$ cat src/pkg/sad_pkg.sv
// Constants and carrier types for the serial controller register address decoder
package sad_pkg;
  // Write locations within a channel, 0..15 are the register numbers
  localparam logic [4:0] LOC_CMD = 5'h00;
  localparam logic [4:0] LOC_VECTOR = 5'h02;
  localparam logic [4:0] LOC_RX_PARAM = 5'h03;
  localparam logic [4:0] LOC_MISC_LOW = 5'h04;
  localparam logic [4:0] LOC_TX_PARAM = 5'h05;
  localparam logic [4:0] LOC_FRAME_LOW = 5'h06;
  localparam logic [4:0] LOC_FRAME_HIGH = 5'h07;
  localparam logic [4:0] LOC_DATA = 5'h08;
  localparam logic [4:0] LOC_MASTER_INT = 5'h09;
  localparam logic [4:0] LOC_MISC_CTRL = 5'h0a;
  localparam logic [4:0] LOC_IRQ_READBACK = 5'h0b;
  localparam logic [4:0] LOC_BAUD_HIGH = 5'h0d;
  localparam logic [4:0] LOC_EXT_ALIAS = 5'h0e;
  localparam logic [4:0] LOC_INT_STATUS = 5'h0f;
  // Extra write locations beyond the sixteen numbered ones
  localparam logic [4:0] LOC_TX_BUFFER = 5'h10;
  localparam logic [4:0] LOC_EXT_CTRL = 5'h11;
  // Read register numbers used by the alias map
  localparam logic [4:0] RR_PRIMARY = 5'h00;
  localparam logic [4:0] RR_SPECIAL_RX = 5'h01;
  localparam logic [4:0] RR_VECTOR_BACK = 5'h02;
  localparam logic [4:0] RR_PENDING = 5'h03;
  localparam logic [4:0] RR_BAUD_HIGH = 5'h0d;
  localparam logic [4:0] RR_INT_CTRL_BACK = 5'h0f;
  // Bus bit positions for the two decode modes
  localparam int LEFT_CHAN_BIT = 5;
  localparam int RIGHT_CHAN_BIT = 0;
  localparam int REG_LSB = 1;
  // Field positions inside stored registers
  localparam int EXT_WRITE_EN_BIT = 0;
  localparam int FIFO_EN_BIT = 2;
  localparam int EXT_READ_BIT = 6;
  // Decode-mode command in the low bits of a channel B command write
  localparam logic [1:0] CMD_SHIFT_LEFT = 2'h2;
  localparam logic [1:0] CMD_SHIFT_RIGHT = 2'h3;
  // Reset values
  localparam logic [7:0] VECTOR_RST = 8'h00;
  localparam logic [7:0] MASTER_INT_RST = 8'h00;
  localparam logic [7:0] INT_STATUS_RST = 8'h00;
  localparam logic [7:0] EXT_CTRL_RST = 8'h00;

  typedef struct packed {
    logic srcIsWrite;
    logic chanA;
    logic [4:0] num;
  } sad_rd_sel_t;

  typedef struct packed {
    logic chanA;
    logic [3:0] regNum;
  } sad_addr_t;

  typedef struct packed {
    logic asPrev;
    logic shiftRight;
    sad_addr_t addr;
    logic [7:0] vector;
    logic [7:0] masterInt;
    logic [1:0][7:0] intStatus;
    logic [1:0][7:0] extCtrl;
    logic wrPulse;
    logic wrChanA;
    logic [4:0] wrLoc;
    logic [7:0] wrData;
    logic rdPulse;
    sad_rd_sel_t rdSel;
  } sad_state_t;
endpackage

$ cat src/design/sad_decoder.sv
// Register address decoder for a dual-channel serial controller on a multiplexed bus
`timescale 1ns/10ps
module sad_decoder (
  // Clock and reset
  input wire logic mclk,
  input wire logic rst_n,
  // Host bus
  input wire logic [7:0] muxedAddrDataBus,
  input wire logic addressStrobeN,
  input wire logic wrStrobe,
  input wire logic rdStrobe,
  input wire logic dataSel,
  // Decoder state
  output logic shiftRight,
  output logic addrChanA,
  output logic [3:0] addrReg,
  // Shared and per-channel control registers
  output logic [7:0] vectorReg,
  output logic [7:0] masterIntReg,
  output logic [1:0][7:0] intStatusReg,
  output logic [1:0][7:0] extCtrlReg,
  // Write access to the channel logic
  output logic wrPulse,
  output logic wrChanA,
  output logic [4:0] wrLoc,
  output logic [7:0] wrData,
  // Read access to the channel logic
  output logic rdPulse,
  output sad_pkg::sad_rd_sel_t rdSel
);

  sad_pkg::sad_state_t stQ;
  sad_pkg::sad_state_t stD;
  logic asRise;
  logic chanIdx;
  logic fifoOn;
  logic extOn;

  function automatic sad_pkg::sad_addr_t decodeAddr(input logic [7:0] bus, input logic right);
    sad_pkg::sad_addr_t a;
    // channel bit by mode, bit zero alternates channels
    a.chanA = right ? bus[sad_pkg::RIGHT_CHAN_BIT] : bus[sad_pkg::LEFT_CHAN_BIT];
    a.regNum = bus[sad_pkg::REG_LSB +: 4];
    return a;
  endfunction

  function automatic sad_pkg::sad_rd_sel_t readMap(input logic [3:0] loc, input logic chA,
                                                  input logic fifo, input logic ext);
    sad_pkg::sad_rd_sel_t s;
    logic both;
    both = fifo & ext;
    s.chanA = chA;
    s.srcIsWrite = 1'b0;
    s.num = {1'b0, loc};
    unique case ({1'b0, loc})
      sad_pkg::LOC_MISC_LOW: begin
        s.srcIsWrite = both;
        s.num = both ? sad_pkg::LOC_MISC_LOW : sad_pkg::RR_PRIMARY;
      end
      sad_pkg::LOC_TX_PARAM: begin
        s.srcIsWrite = both;
        s.num = both ? sad_pkg::LOC_TX_PARAM : sad_pkg::RR_SPECIAL_RX;
      end
      sad_pkg::LOC_FRAME_LOW: s.num = fifo ? sad_pkg::LOC_FRAME_LOW : sad_pkg::RR_VECTOR_BACK;
      sad_pkg::LOC_FRAME_HIGH: s.num = fifo ? sad_pkg::LOC_FRAME_HIGH : sad_pkg::RR_PENDING;
      sad_pkg::LOC_MASTER_INT: begin
        s.srcIsWrite = both;
        s.num = both ? sad_pkg::LOC_RX_PARAM : sad_pkg::RR_BAUD_HIGH;
      end
      sad_pkg::LOC_IRQ_READBACK: begin
        s.srcIsWrite = both;
        s.num = both ? sad_pkg::LOC_MISC_CTRL : sad_pkg::RR_INT_CTRL_BACK;
      end
      sad_pkg::LOC_EXT_ALIAS: begin
        s.srcIsWrite = both;
        s.num = both ? sad_pkg::LOC_EXT_CTRL : sad_pkg::LOC_EXT_ALIAS;
      end
      default: s.num = {1'b0, loc};
    endcase
    return s;
  endfunction

  assign asRise = addressStrobeN & ~stQ.asPrev;
  assign chanIdx = stQ.addr.chanA;
  assign fifoOn = stQ.intStatus[chanIdx][sad_pkg::FIFO_EN_BIT];
  assign extOn = stQ.extCtrl[chanIdx][sad_pkg::EXT_READ_BIT];

  always_comb begin
    stD = stQ;
    stD.asPrev = addressStrobeN;
    stD.wrPulse = 1'b0;
    stD.rdPulse = 1'b0;
    // capture on strobe edge, hold otherwise
    if (asRise) begin
      stD.addr = decodeAddr(muxedAddrDataBus, stQ.shiftRight);
    end
    // Access uses the address from the previous strobe, so a same-cycle strobe is safe
    if (wrStrobe) begin
      stD.wrPulse = 1'b1;
      stD.wrChanA = stQ.addr.chanA;
      stD.wrData = muxedAddrDataBus;
      // seventeenth location is the transmit buffer
      stD.wrLoc = dataSel ? sad_pkg::LOC_TX_BUFFER : {1'b0, stQ.addr.regNum};
      if (!dataSel) begin
        unique case ({1'b0, stQ.addr.regNum})
          sad_pkg::LOC_CMD: begin
            // mode bit lives in channel B, set by command code only
            if (!stQ.addr.chanA && muxedAddrDataBus[1:0] == sad_pkg::CMD_SHIFT_LEFT) begin
              stD.shiftRight = 1'b0;
            end
            if (!stQ.addr.chanA && muxedAddrDataBus[1:0] == sad_pkg::CMD_SHIFT_RIGHT) begin
              stD.shiftRight = 1'b1;
            end
          end
          sad_pkg::LOC_VECTOR: stD.vector = muxedAddrDataBus;
          sad_pkg::LOC_MASTER_INT: stD.masterInt = muxedAddrDataBus;
          sad_pkg::LOC_INT_STATUS: stD.intStatus[chanIdx] = muxedAddrDataBus;
          sad_pkg::LOC_FRAME_HIGH: begin
            // redirect to extended control only when enabled
            if (stQ.intStatus[chanIdx][sad_pkg::EXT_WRITE_EN_BIT]) begin
              stD.extCtrl[chanIdx] = muxedAddrDataBus;
              stD.wrLoc = sad_pkg::LOC_EXT_CTRL;
            end
          end
          default: ;
        endcase
      end
    end else if (rdStrobe) begin
      stD.rdPulse = 1'b1;
      stD.rdSel = dataSel ? sad_pkg::sad_rd_sel_t'{srcIsWrite: 1'b0, chanA: stQ.addr.chanA, num: sad_pkg::LOC_DATA}
                          : readMap(stQ.addr.regNum, stQ.addr.chanA, fifoOn, extOn);
    end
  end

  always_ff @(posedge mclk) begin
    if (!rst_n) begin
      stQ <= '0;
      stQ.asPrev <= 1'b1;
      stQ.shiftRight <= 1'b0;
      stQ.vector <= sad_pkg::VECTOR_RST;
      stQ.masterInt <= sad_pkg::MASTER_INT_RST;
      stQ.intStatus <= {sad_pkg::INT_STATUS_RST, sad_pkg::INT_STATUS_RST};
      stQ.extCtrl <= {sad_pkg::EXT_CTRL_RST, sad_pkg::EXT_CTRL_RST};
    end else begin
      stQ <= stD;
    end
  end

  assign shiftRight = stQ.shiftRight;
  assign addrChanA = stQ.addr.chanA;
  assign addrReg = stQ.addr.regNum;
  assign vectorReg = stQ.vector;
  assign masterIntReg = stQ.masterInt;
  assign intStatusReg = stQ.intStatus;
  assign extCtrlReg = stQ.extCtrl;
  assign wrPulse = stQ.wrPulse;
  assign wrChanA = stQ.wrChanA;
  assign wrLoc = stQ.wrLoc;
  assign wrData = stQ.wrData;
  assign rdPulse = stQ.rdPulse;
  assign rdSel = stQ.rdSel;

  // Reset behaviour is checked without the reset disable
  a_reset_mode_left: assert property (@(posedge mclk) !rst_n |=> !stQ.shiftRight &&
      !stQ.intStatus[0][sad_pkg::FIFO_EN_BIT] && !stQ.intStatus[1][sad_pkg::FIFO_EN_BIT])
    else $error("reset did not select shift-left or clear fifo enable");
  a_reset_fifo_off: assert property (@(posedge mclk) disable iff (!rst_n)
      rdStrobe && !wrStrobe && !dataSel && stQ.addr.regNum == 4'h6 && !fifoOn |=>
      !rdSel.srcIsWrite && rdSel.num == sad_pkg::RR_VECTOR_BACK)
    else $error("location six mapped to frame count while fifo off");
  a_addr_hold: assert property (@(posedge mclk) disable iff (!rst_n)
      !asRise |=> $stable(stQ.addr))
    else $error("latched address moved without strobe");
  a_left_decode: assert property (@(posedge mclk) disable iff (!rst_n)
      asRise && !stQ.shiftRight |=> addrChanA == $past(muxedAddrDataBus[5]) &&
      addrReg == $past(muxedAddrDataBus[4:1]))
    else $error("shift-left decode wrong");
  a_right_decode: assert property (@(posedge mclk) disable iff (!rst_n)
      asRise && stQ.shiftRight |=> addrChanA == $past(muxedAddrDataBus[0]) &&
      addrReg == $past(muxedAddrDataBus[4:1]))
    else $error("shift-right decode wrong");
  a_mode_by_cmd: assert property (@(posedge mclk) disable iff (!rst_n)
      $past(rst_n) && $changed(stQ.shiftRight) |->
      $past(wrStrobe && !dataSel && !stQ.addr.chanA && stQ.addr.regNum == 4'h0))
    else $error("decode mode changed without channel B command");
  a_ext_gated: assert property (@(posedge mclk) disable iff (!rst_n)
      wrStrobe && !dataSel && stQ.addr.regNum == 4'h7 && !stQ.intStatus[chanIdx][0] |=> $stable(stQ.extCtrl))
    else $error("extended control written while gated");
  a_shared_vector: assert property (@(posedge mclk) disable iff (!rst_n)
      wrStrobe && !dataSel && stQ.addr.regNum == 4'h2 |=> vectorReg == $past(muxedAddrDataBus) ##1
      ($stable(vectorReg) || (wrPulse && wrLoc == sad_pkg::LOC_VECTOR)))
    else $error("shared vector not written from channel");
  a_fifo_map: assert property (@(posedge mclk) disable iff (!rst_n)
      rdStrobe && !wrStrobe && !dataSel && stQ.addr.regNum == 4'h7 |=>
      rdPulse && !rdSel.srcIsWrite && rdSel.num == ($past(fifoOn) ? 5'h07 : 5'h03))
    else $error("location seven read mapping wrong");
  a_ext_map: assert property (@(posedge mclk) disable iff (!rst_n)
      rdStrobe && !wrStrobe && !dataSel && stQ.addr.regNum == 4'he && fifoOn && extOn |=>
      rdSel.srcIsWrite && rdSel.num == sad_pkg::LOC_EXT_CTRL)
    else $error("extended read of location fourteen wrong");
  a_plain_alias: assert property (@(posedge mclk) disable iff (!rst_n)
      rdStrobe && !wrStrobe && !dataSel && stQ.addr.regNum == 4'h9 && !extOn |=>
      !rdSel.srcIsWrite && rdSel.num == 5'h0d)
    else $error("location nine alias wrong");

  c_shift_right: cover property (@(posedge mclk) disable iff (!rst_n) $rose(stQ.shiftRight));
  c_ext_write: cover property (@(posedge mclk) disable iff (!rst_n) wrPulse && wrLoc == sad_pkg::LOC_EXT_CTRL);
  c_ext_read: cover property (@(posedge mclk) disable iff (!rst_n) rdPulse && rdSel.srcIsWrite);
  c_tx_buffer: cover property (@(posedge mclk) disable iff (!rst_n) wrPulse && wrLoc == sad_pkg::LOC_TX_BUFFER);

endmodule // sad_decoder

$ cat config.mk
export PLATFORM = sky130hd
export DESIGN_NAME = sad_decoder
export DESIGN_NICKNAME = d
export VERILOG_FILES = /design/src/pkg/sad_pkg.sv /design/src/design/sad_decoder.sv
export SDC_FILE = /design/constraint.sdc
export NUM_CORES = 1
export LEC_CHECK = 0
export ABC_CLOCK_PERIOD_IN_PS = 1700
export CORE_UTILIZATION = 50
export DETAILED_ROUTE_END_ITERATION = 10
export DONT_BUFFER_PORTS = 1
export SYNTH_ARGS = -nofsm -noshare
export SYNTH_HDL_FRONTEND = slang
export SYNTH_SLANG_ARGS = --single-unit
export TNS_END_PERCENT = 20
$ cat constraint.sdc
create_clock -name mclk -period 1.7 [get_ports mclk]
set_input_delay 0.17 -clock mclk [delete_from_list [all_inputs] [get_ports mclk]]
set_output_delay 0.17 -clock mclk [all_outputs]
set_load 0.02 [all_outputs]
# After elaboration in Yosys (flattened, before gate mapping)
# Cells that the tools add are included.
# totals
ff_bits	78
in_bits	14
out_inout_bits	77
word_cells	78
# op_classes
magnitude_cmp	2
n_eq_ne	11
n_mux	27
n_bitwise	6
reduce_logical	14
# ops
cell	count
one-hot mux 5 bit (7 select lines)	1
bitwise mux 16 bit	2
two-way mux 5 bit	5
two-way mux 3 bit	7
two-way mux 7 bit	3
== test 4 x 3 -> 1 bit (second input constant)	4
== test 4 bit (second input constant)	4
two-way mux 8 bit	2
two-way mux 15 bit	1
AND reduction 3 bit	3
demux 8 bit (select 1 bit)	1
AND reduction 4 bit	2
OR reduction 5 bit	1
== test 2 bit (second input constant)	2
== test 4 x 2 -> 1 bit (second input constant)	1
zero test 4 bit	1
two-way mux 1 bit	4
two-way mux 4 bit	1
inverter 1 bit	4
logical AND 1 bit	3
AND 1 bit	2
< comparator 1 x 2 -> 1 bit (second input constant)	1
AND reduction 2 bit	1
nonzero test 2 bit	1
3 further kinds	3

# Logic depth before layout (Yosys ltp)
# depth
depth_word	7
depth_mapped	6
mapped_depth_nobuf	4

# Least setup slack after synthesis
# Ideal clock, no wire load.
# synth_path
path_type	register to register
start	reg stQ (netlist bit addrChanA)
end	reg stQ (netlist bit rdSel[2])
setup_ps	117
arrival_ps	1416
required_ps	1583
setup_slack_ps	167
stages_incl_launch_ff	6
path_buffers	1
period_less_slack_ps	1533
path_cell_list	dfxtp_1 > buf_6 > mux2i_1 > nor3b_1 > a221o_1 > a32o_1
# synth_via
elab_chain_cells	6
elab_cells_between_ends	14
classes_between	mux: 13; bitwise: 1
# synth_lines
item	line	rtl
start, declared	sad_decoder.sv:32	sad_pkg::sad_state_t stQ;
start signal, assigned	sad_decoder.sv:145	stQ <= stD;
two-way mux 3 bit or two-way mux 7 bit (tied branches) (2 in a row)	-	
AND 1 bit	sad_decoder.sv:51	both = fifo & ext;
two-way mux 5 bit, or another cell as far along	sad_decoder.sv:76	s.num = both ? sad_pkg::LOC_EXT_CTRL : sad_pkg::LOC_EXT_ALIAS;
one-hot mux 5 bit (7 select lines) (*)	sad_decoder.sv:55	unique case ({1'b0, loc})
two-way mux 7 bit (*)	sad_decoder.sv:130	stD.rdSel = dataSel ? sad_pkg::sad_rd_sel_t'{srcIsWrite: 1'b0, chanA: stQ.addr.chanA, num: sad_pkg::LOC_DATA}
# Mark *: on every way between the ends. The rest lies on a longest branch, timed or not. The select of a mux whose other input is x is not followed.
# A chain may end at the register's enable or synchronous reset.

# Worst setup path after layout
# layout_path
start	reg stQ (netlist bit addrReg[2])
end	reg stQ (netlist bit rdSel[2])
# layout_via
elab_chain_cells	3
elab_cells_between_ends	9
classes_between	eq/ne: 7; mux: 2
# layout_lines
item	line
== test 4 bit or == test 4 x 3 -> 1 bit (tied branches)	sad_decoder.sv:55
one-hot mux 5 bit (7 select lines) (*)	sad_decoder.sv:55
two-way mux 7 bit (*)	sad_decoder.sv:130
# Mark *: on every way between the ends. The rest lies on a longest branch, timed or not.

==> results by group <==
Die
  – Total die area: approximately 0.008 mm^2
  – I/O pin count: 91
  – Die Ht: between 80 and 90 um
  – Core box area: 0.00737 mm^2
  – Initial Util: 0.523
  – Die width: 89.8 um
  – Rows: 31

Placed design
  – Routability congestion estimate: 0.766
  – Placed cell count: about 400
  – Post-DP HPWL: 5.06 mm
  – IO buf count: 0
  – Place WS: around 0.096 ns

Synthesis
  – Sequential share of the synthesized area: 0.405
  – Post-synthesis register bit count: 78
  – Post-synth ARST share: 0
  – Distinct cells, synth: 38
  – Synthesized area: between 0.003 and 0.004 mm^2
  – Avg Cell Area, Syn: 9.98 um^2
  – Mapped Cells: about 390
  – Post-synth EDFFs: 0
  – Syn nets: 400
  – Synth Flop Type: dfxtp_1
  – YS warnings: 0

Worst setup path
  – Worst path buffer plus inverter count: 1
  – Setup CP Type: reg2reg
  – Setup crit end kind: flop
  – CP required: about 1.9 ns
  – Worst Reg-to-Reg Cells: 5
  – CP Max Fanout: 8
  – Critical path arrival: about 1.8 ns
  – CP Launch Type: flop
  – Delay-heaviest family, CP: compound AO/OA/AOI/OAI gates
  – CP max stage cell: dfxtp_1
  – Worst-path cell chain: buf_4, nand2b_1, a21boi_0, a221o_1, a32o_1
  – Max incr delay on CP: around 0.45 ns
  – FF-to-FF End: rdSel[2]
  – Worst reg2reg path startpoint: addrReg[2]
  – Setup slack, reg-to-reg: ~0.10 ns

Timing
  – Final setup vio count: 0
  – Fin crit period: roughly 1.6 ns
  – WHS: ~0.011 ns
  – Slew Viols, Final: 0
  – Final Hold Viols: 0
  – Fmax: 626 MHz
  – TNS Setup: 0 ns
  – Unrepaired setup endpoints after global routing: no
  – Crit share post-route: 0.939
  – Slew headroom: 0.613
  – Crit path setup slack, layout: 0.104 ns
  – Worst Max-Slew Pin Slew: 0.579 ns
  – Setup Skew: between 0.005 and 0.006 ns

Routing
  – Total Wirelength: 8.02 mm
  – Vias per inst: a little over 5
  – Drt pass-1 iters: 4
  – ANT nets after route: 0
  – Post-DR wirelength/cell: around 18 um
  – Routed via count: ~2200
  – Iter 0 DRT Violations: just under 80
  – DRC errors left: 0

Min path
  – Worst Hold Depth: 2
  – Hold Path Origin: muxedAddrDataBus[3]
  – End point of the worst hold path: intStatusReg[3]
  – Worst Hold Class: in2reg

Clock tree
  – CTS Buffer Depth: 2
  – Root Buffer: clkbuf_8
  – Clk sinks: 78
  – Post-CTS Setup Inserts: 0
  – Inserted Clock Buffers: 9
  – Htree depth: 3
  – CTS tree: done
  – CTS clk-pin slew, worst paths: roughly 0.08 ns
  – Worst skew pair latency: roughly 0.34 ns

Status
  – Status: completed

Finish
  – Post-route insts no fill: roughly 430
  – Synth-to-layout area growth: -1.33%
  – Fin nets: 343
  – Most common cell after layout, fill and taps aside: dfxtp_1
  – Layout fillers: 691
  – Share of cells above drive strength 1: 0.129
  – Most frequent cells in the layout: dfxtp_1 (77), nor2b_1 (70), mux2i_1 (66)

Global routing
  – GRT Resource Usage Total: 0.208
  – Antenna violations before repair: 1
  – Vias in the first global route: 2204
  – Remaining Overflow, GRT: 0
  – Largest net degree at the start of global routing: between 70 and 80
  – First-pass GRT wire length: roughly 13 mm

Pwr
  – Leak: 1.60 nW
  – IR drop worst, VDD: roughly 0.47 mV
  – Power Total: around 3.5 mW
  – Power Density: roughly 930 mW/mm^2

Flow run
  – Max cap viols: 0
-- worst reg2reg max path: stages, from the launching register on --
cell,delay (ns)
dfxtp_1,0.45
buf_4,0.20
nand2b_1,0.15
a21boi_0,0.14
a221o_1,0.35
a32o_1,0.22
-- repair_timing --
action	4_1_cts	5_1_grt
hold endpoints to repair	78	0
hold buffers	12	0
setup endpoints to repair	0	8
gates resized for setup	0	1
-- through the flow --
stage	instance area (um^2)	utilization
2_1_floorplan	3850	-
3_3_place_gp	3450	0.468
3_5_place_dp	3450	0.468
4_1_cts	3800	0.515
5_1_grt	3800	0.516
6_report	3800	0.516
-- cell families after synthesis --
group,synth area share
AO/OA/AOI/OAI,0.0529
buffers and inverters,0.181
flip-flops,0.405
multiplexers,0.171
AND/OR/NAND/NOR,0.190
-- cell type report --
class | count | area, um^2 | area share
multi-input cells | 206 | 1600 | 0.420
flip-flops and latches | 78 | 1560 | 0.411
repair buffers | 32 | 300 | 0.0790
clock buffers | 11 | 151 | 0.0398
well taps | 99 | 124 | 0.0326
clock inverters | 5 | 57.6 | 0.0151
inverters | 2 | 7.51 | 0.00197
diodes | 1 | 2.50 | 0.000658
-- synth_stat cells, types with 2 or more instances --
library cell | n | area (um^2)
dfxtp_1 | 78 | 1560
buf_4 | 77 | 578
nor2b_1 | 70 | 438
mux2i_1 | 66 | 661
buf_2 | 13 | 65.1
clkbuf_1 | 9 | 33.8
nand2_1 | 8 | 30.0
nand2b_1 | 7 | 43.8
o21ai_0 | 6 | 30.0
a21oi_1 | 5 | 25.0
and2_1 | 5 | 31.3
a21boi_0 | 4 | 30.0
nor3b_1 | 4 | 30.0
a32o_1 | 3 | 30.0
nor2_1 | 3 | 11.3
inv_1 | 2 | 7.51
nand3_1 | 2 | 10.0
nand4b_1 | 2 | 17.5
nor3_1 | 2 | 10.0
nor4b_2 | 2 | 30.0
-- metal layers --
metal,GRT usage,part of all wire,up-vias
li1,-,-,1100
met2,0.340,0.46,65
met1,0.257,0.46,1027
met3,0.0770,0.074,5
met5,0,0,-
met4,0.0533,0.0075,0
-- where the power goes --
group | internal [mW] | leakage [nW] | switching [mW]
registers | 1.85 | 0.632 | 0.0473
logic | 0.0981 | 0.866 | 0.107
clock network | 0.756 | 0.0976 | 0.678
total | 2.71 | 1.60 | 0.833
-- worst max-delay path by stage --
stage	from	end	slack, ns	cells past startpoint
final	addrReg[2]	rdSel[2]	0.10	5
after global routing	addrReg[2]	rdSel[2]	0.03	5
after CTS	addrReg[0]	intStatusReg[13]	0.09	4
after detailed placement	addrReg[0]	intStatusReg[13]	0.1	4
after global placement	addrReg[2]	rdSel[2]	0.15	5
after floorplan	addrChanA	rdSel[2]	0.17	5
-- registers in the layout, summed over array words and instances, names as in the netlist, 4 cells and up --
name          cells
wrData            8
vectorReg         8
masterIntReg      8
intStatusReg     16
wrLoc             5
rdSel             7
addrReg           4
extCtrlReg       16
Power figures use the tool's default switching activity.
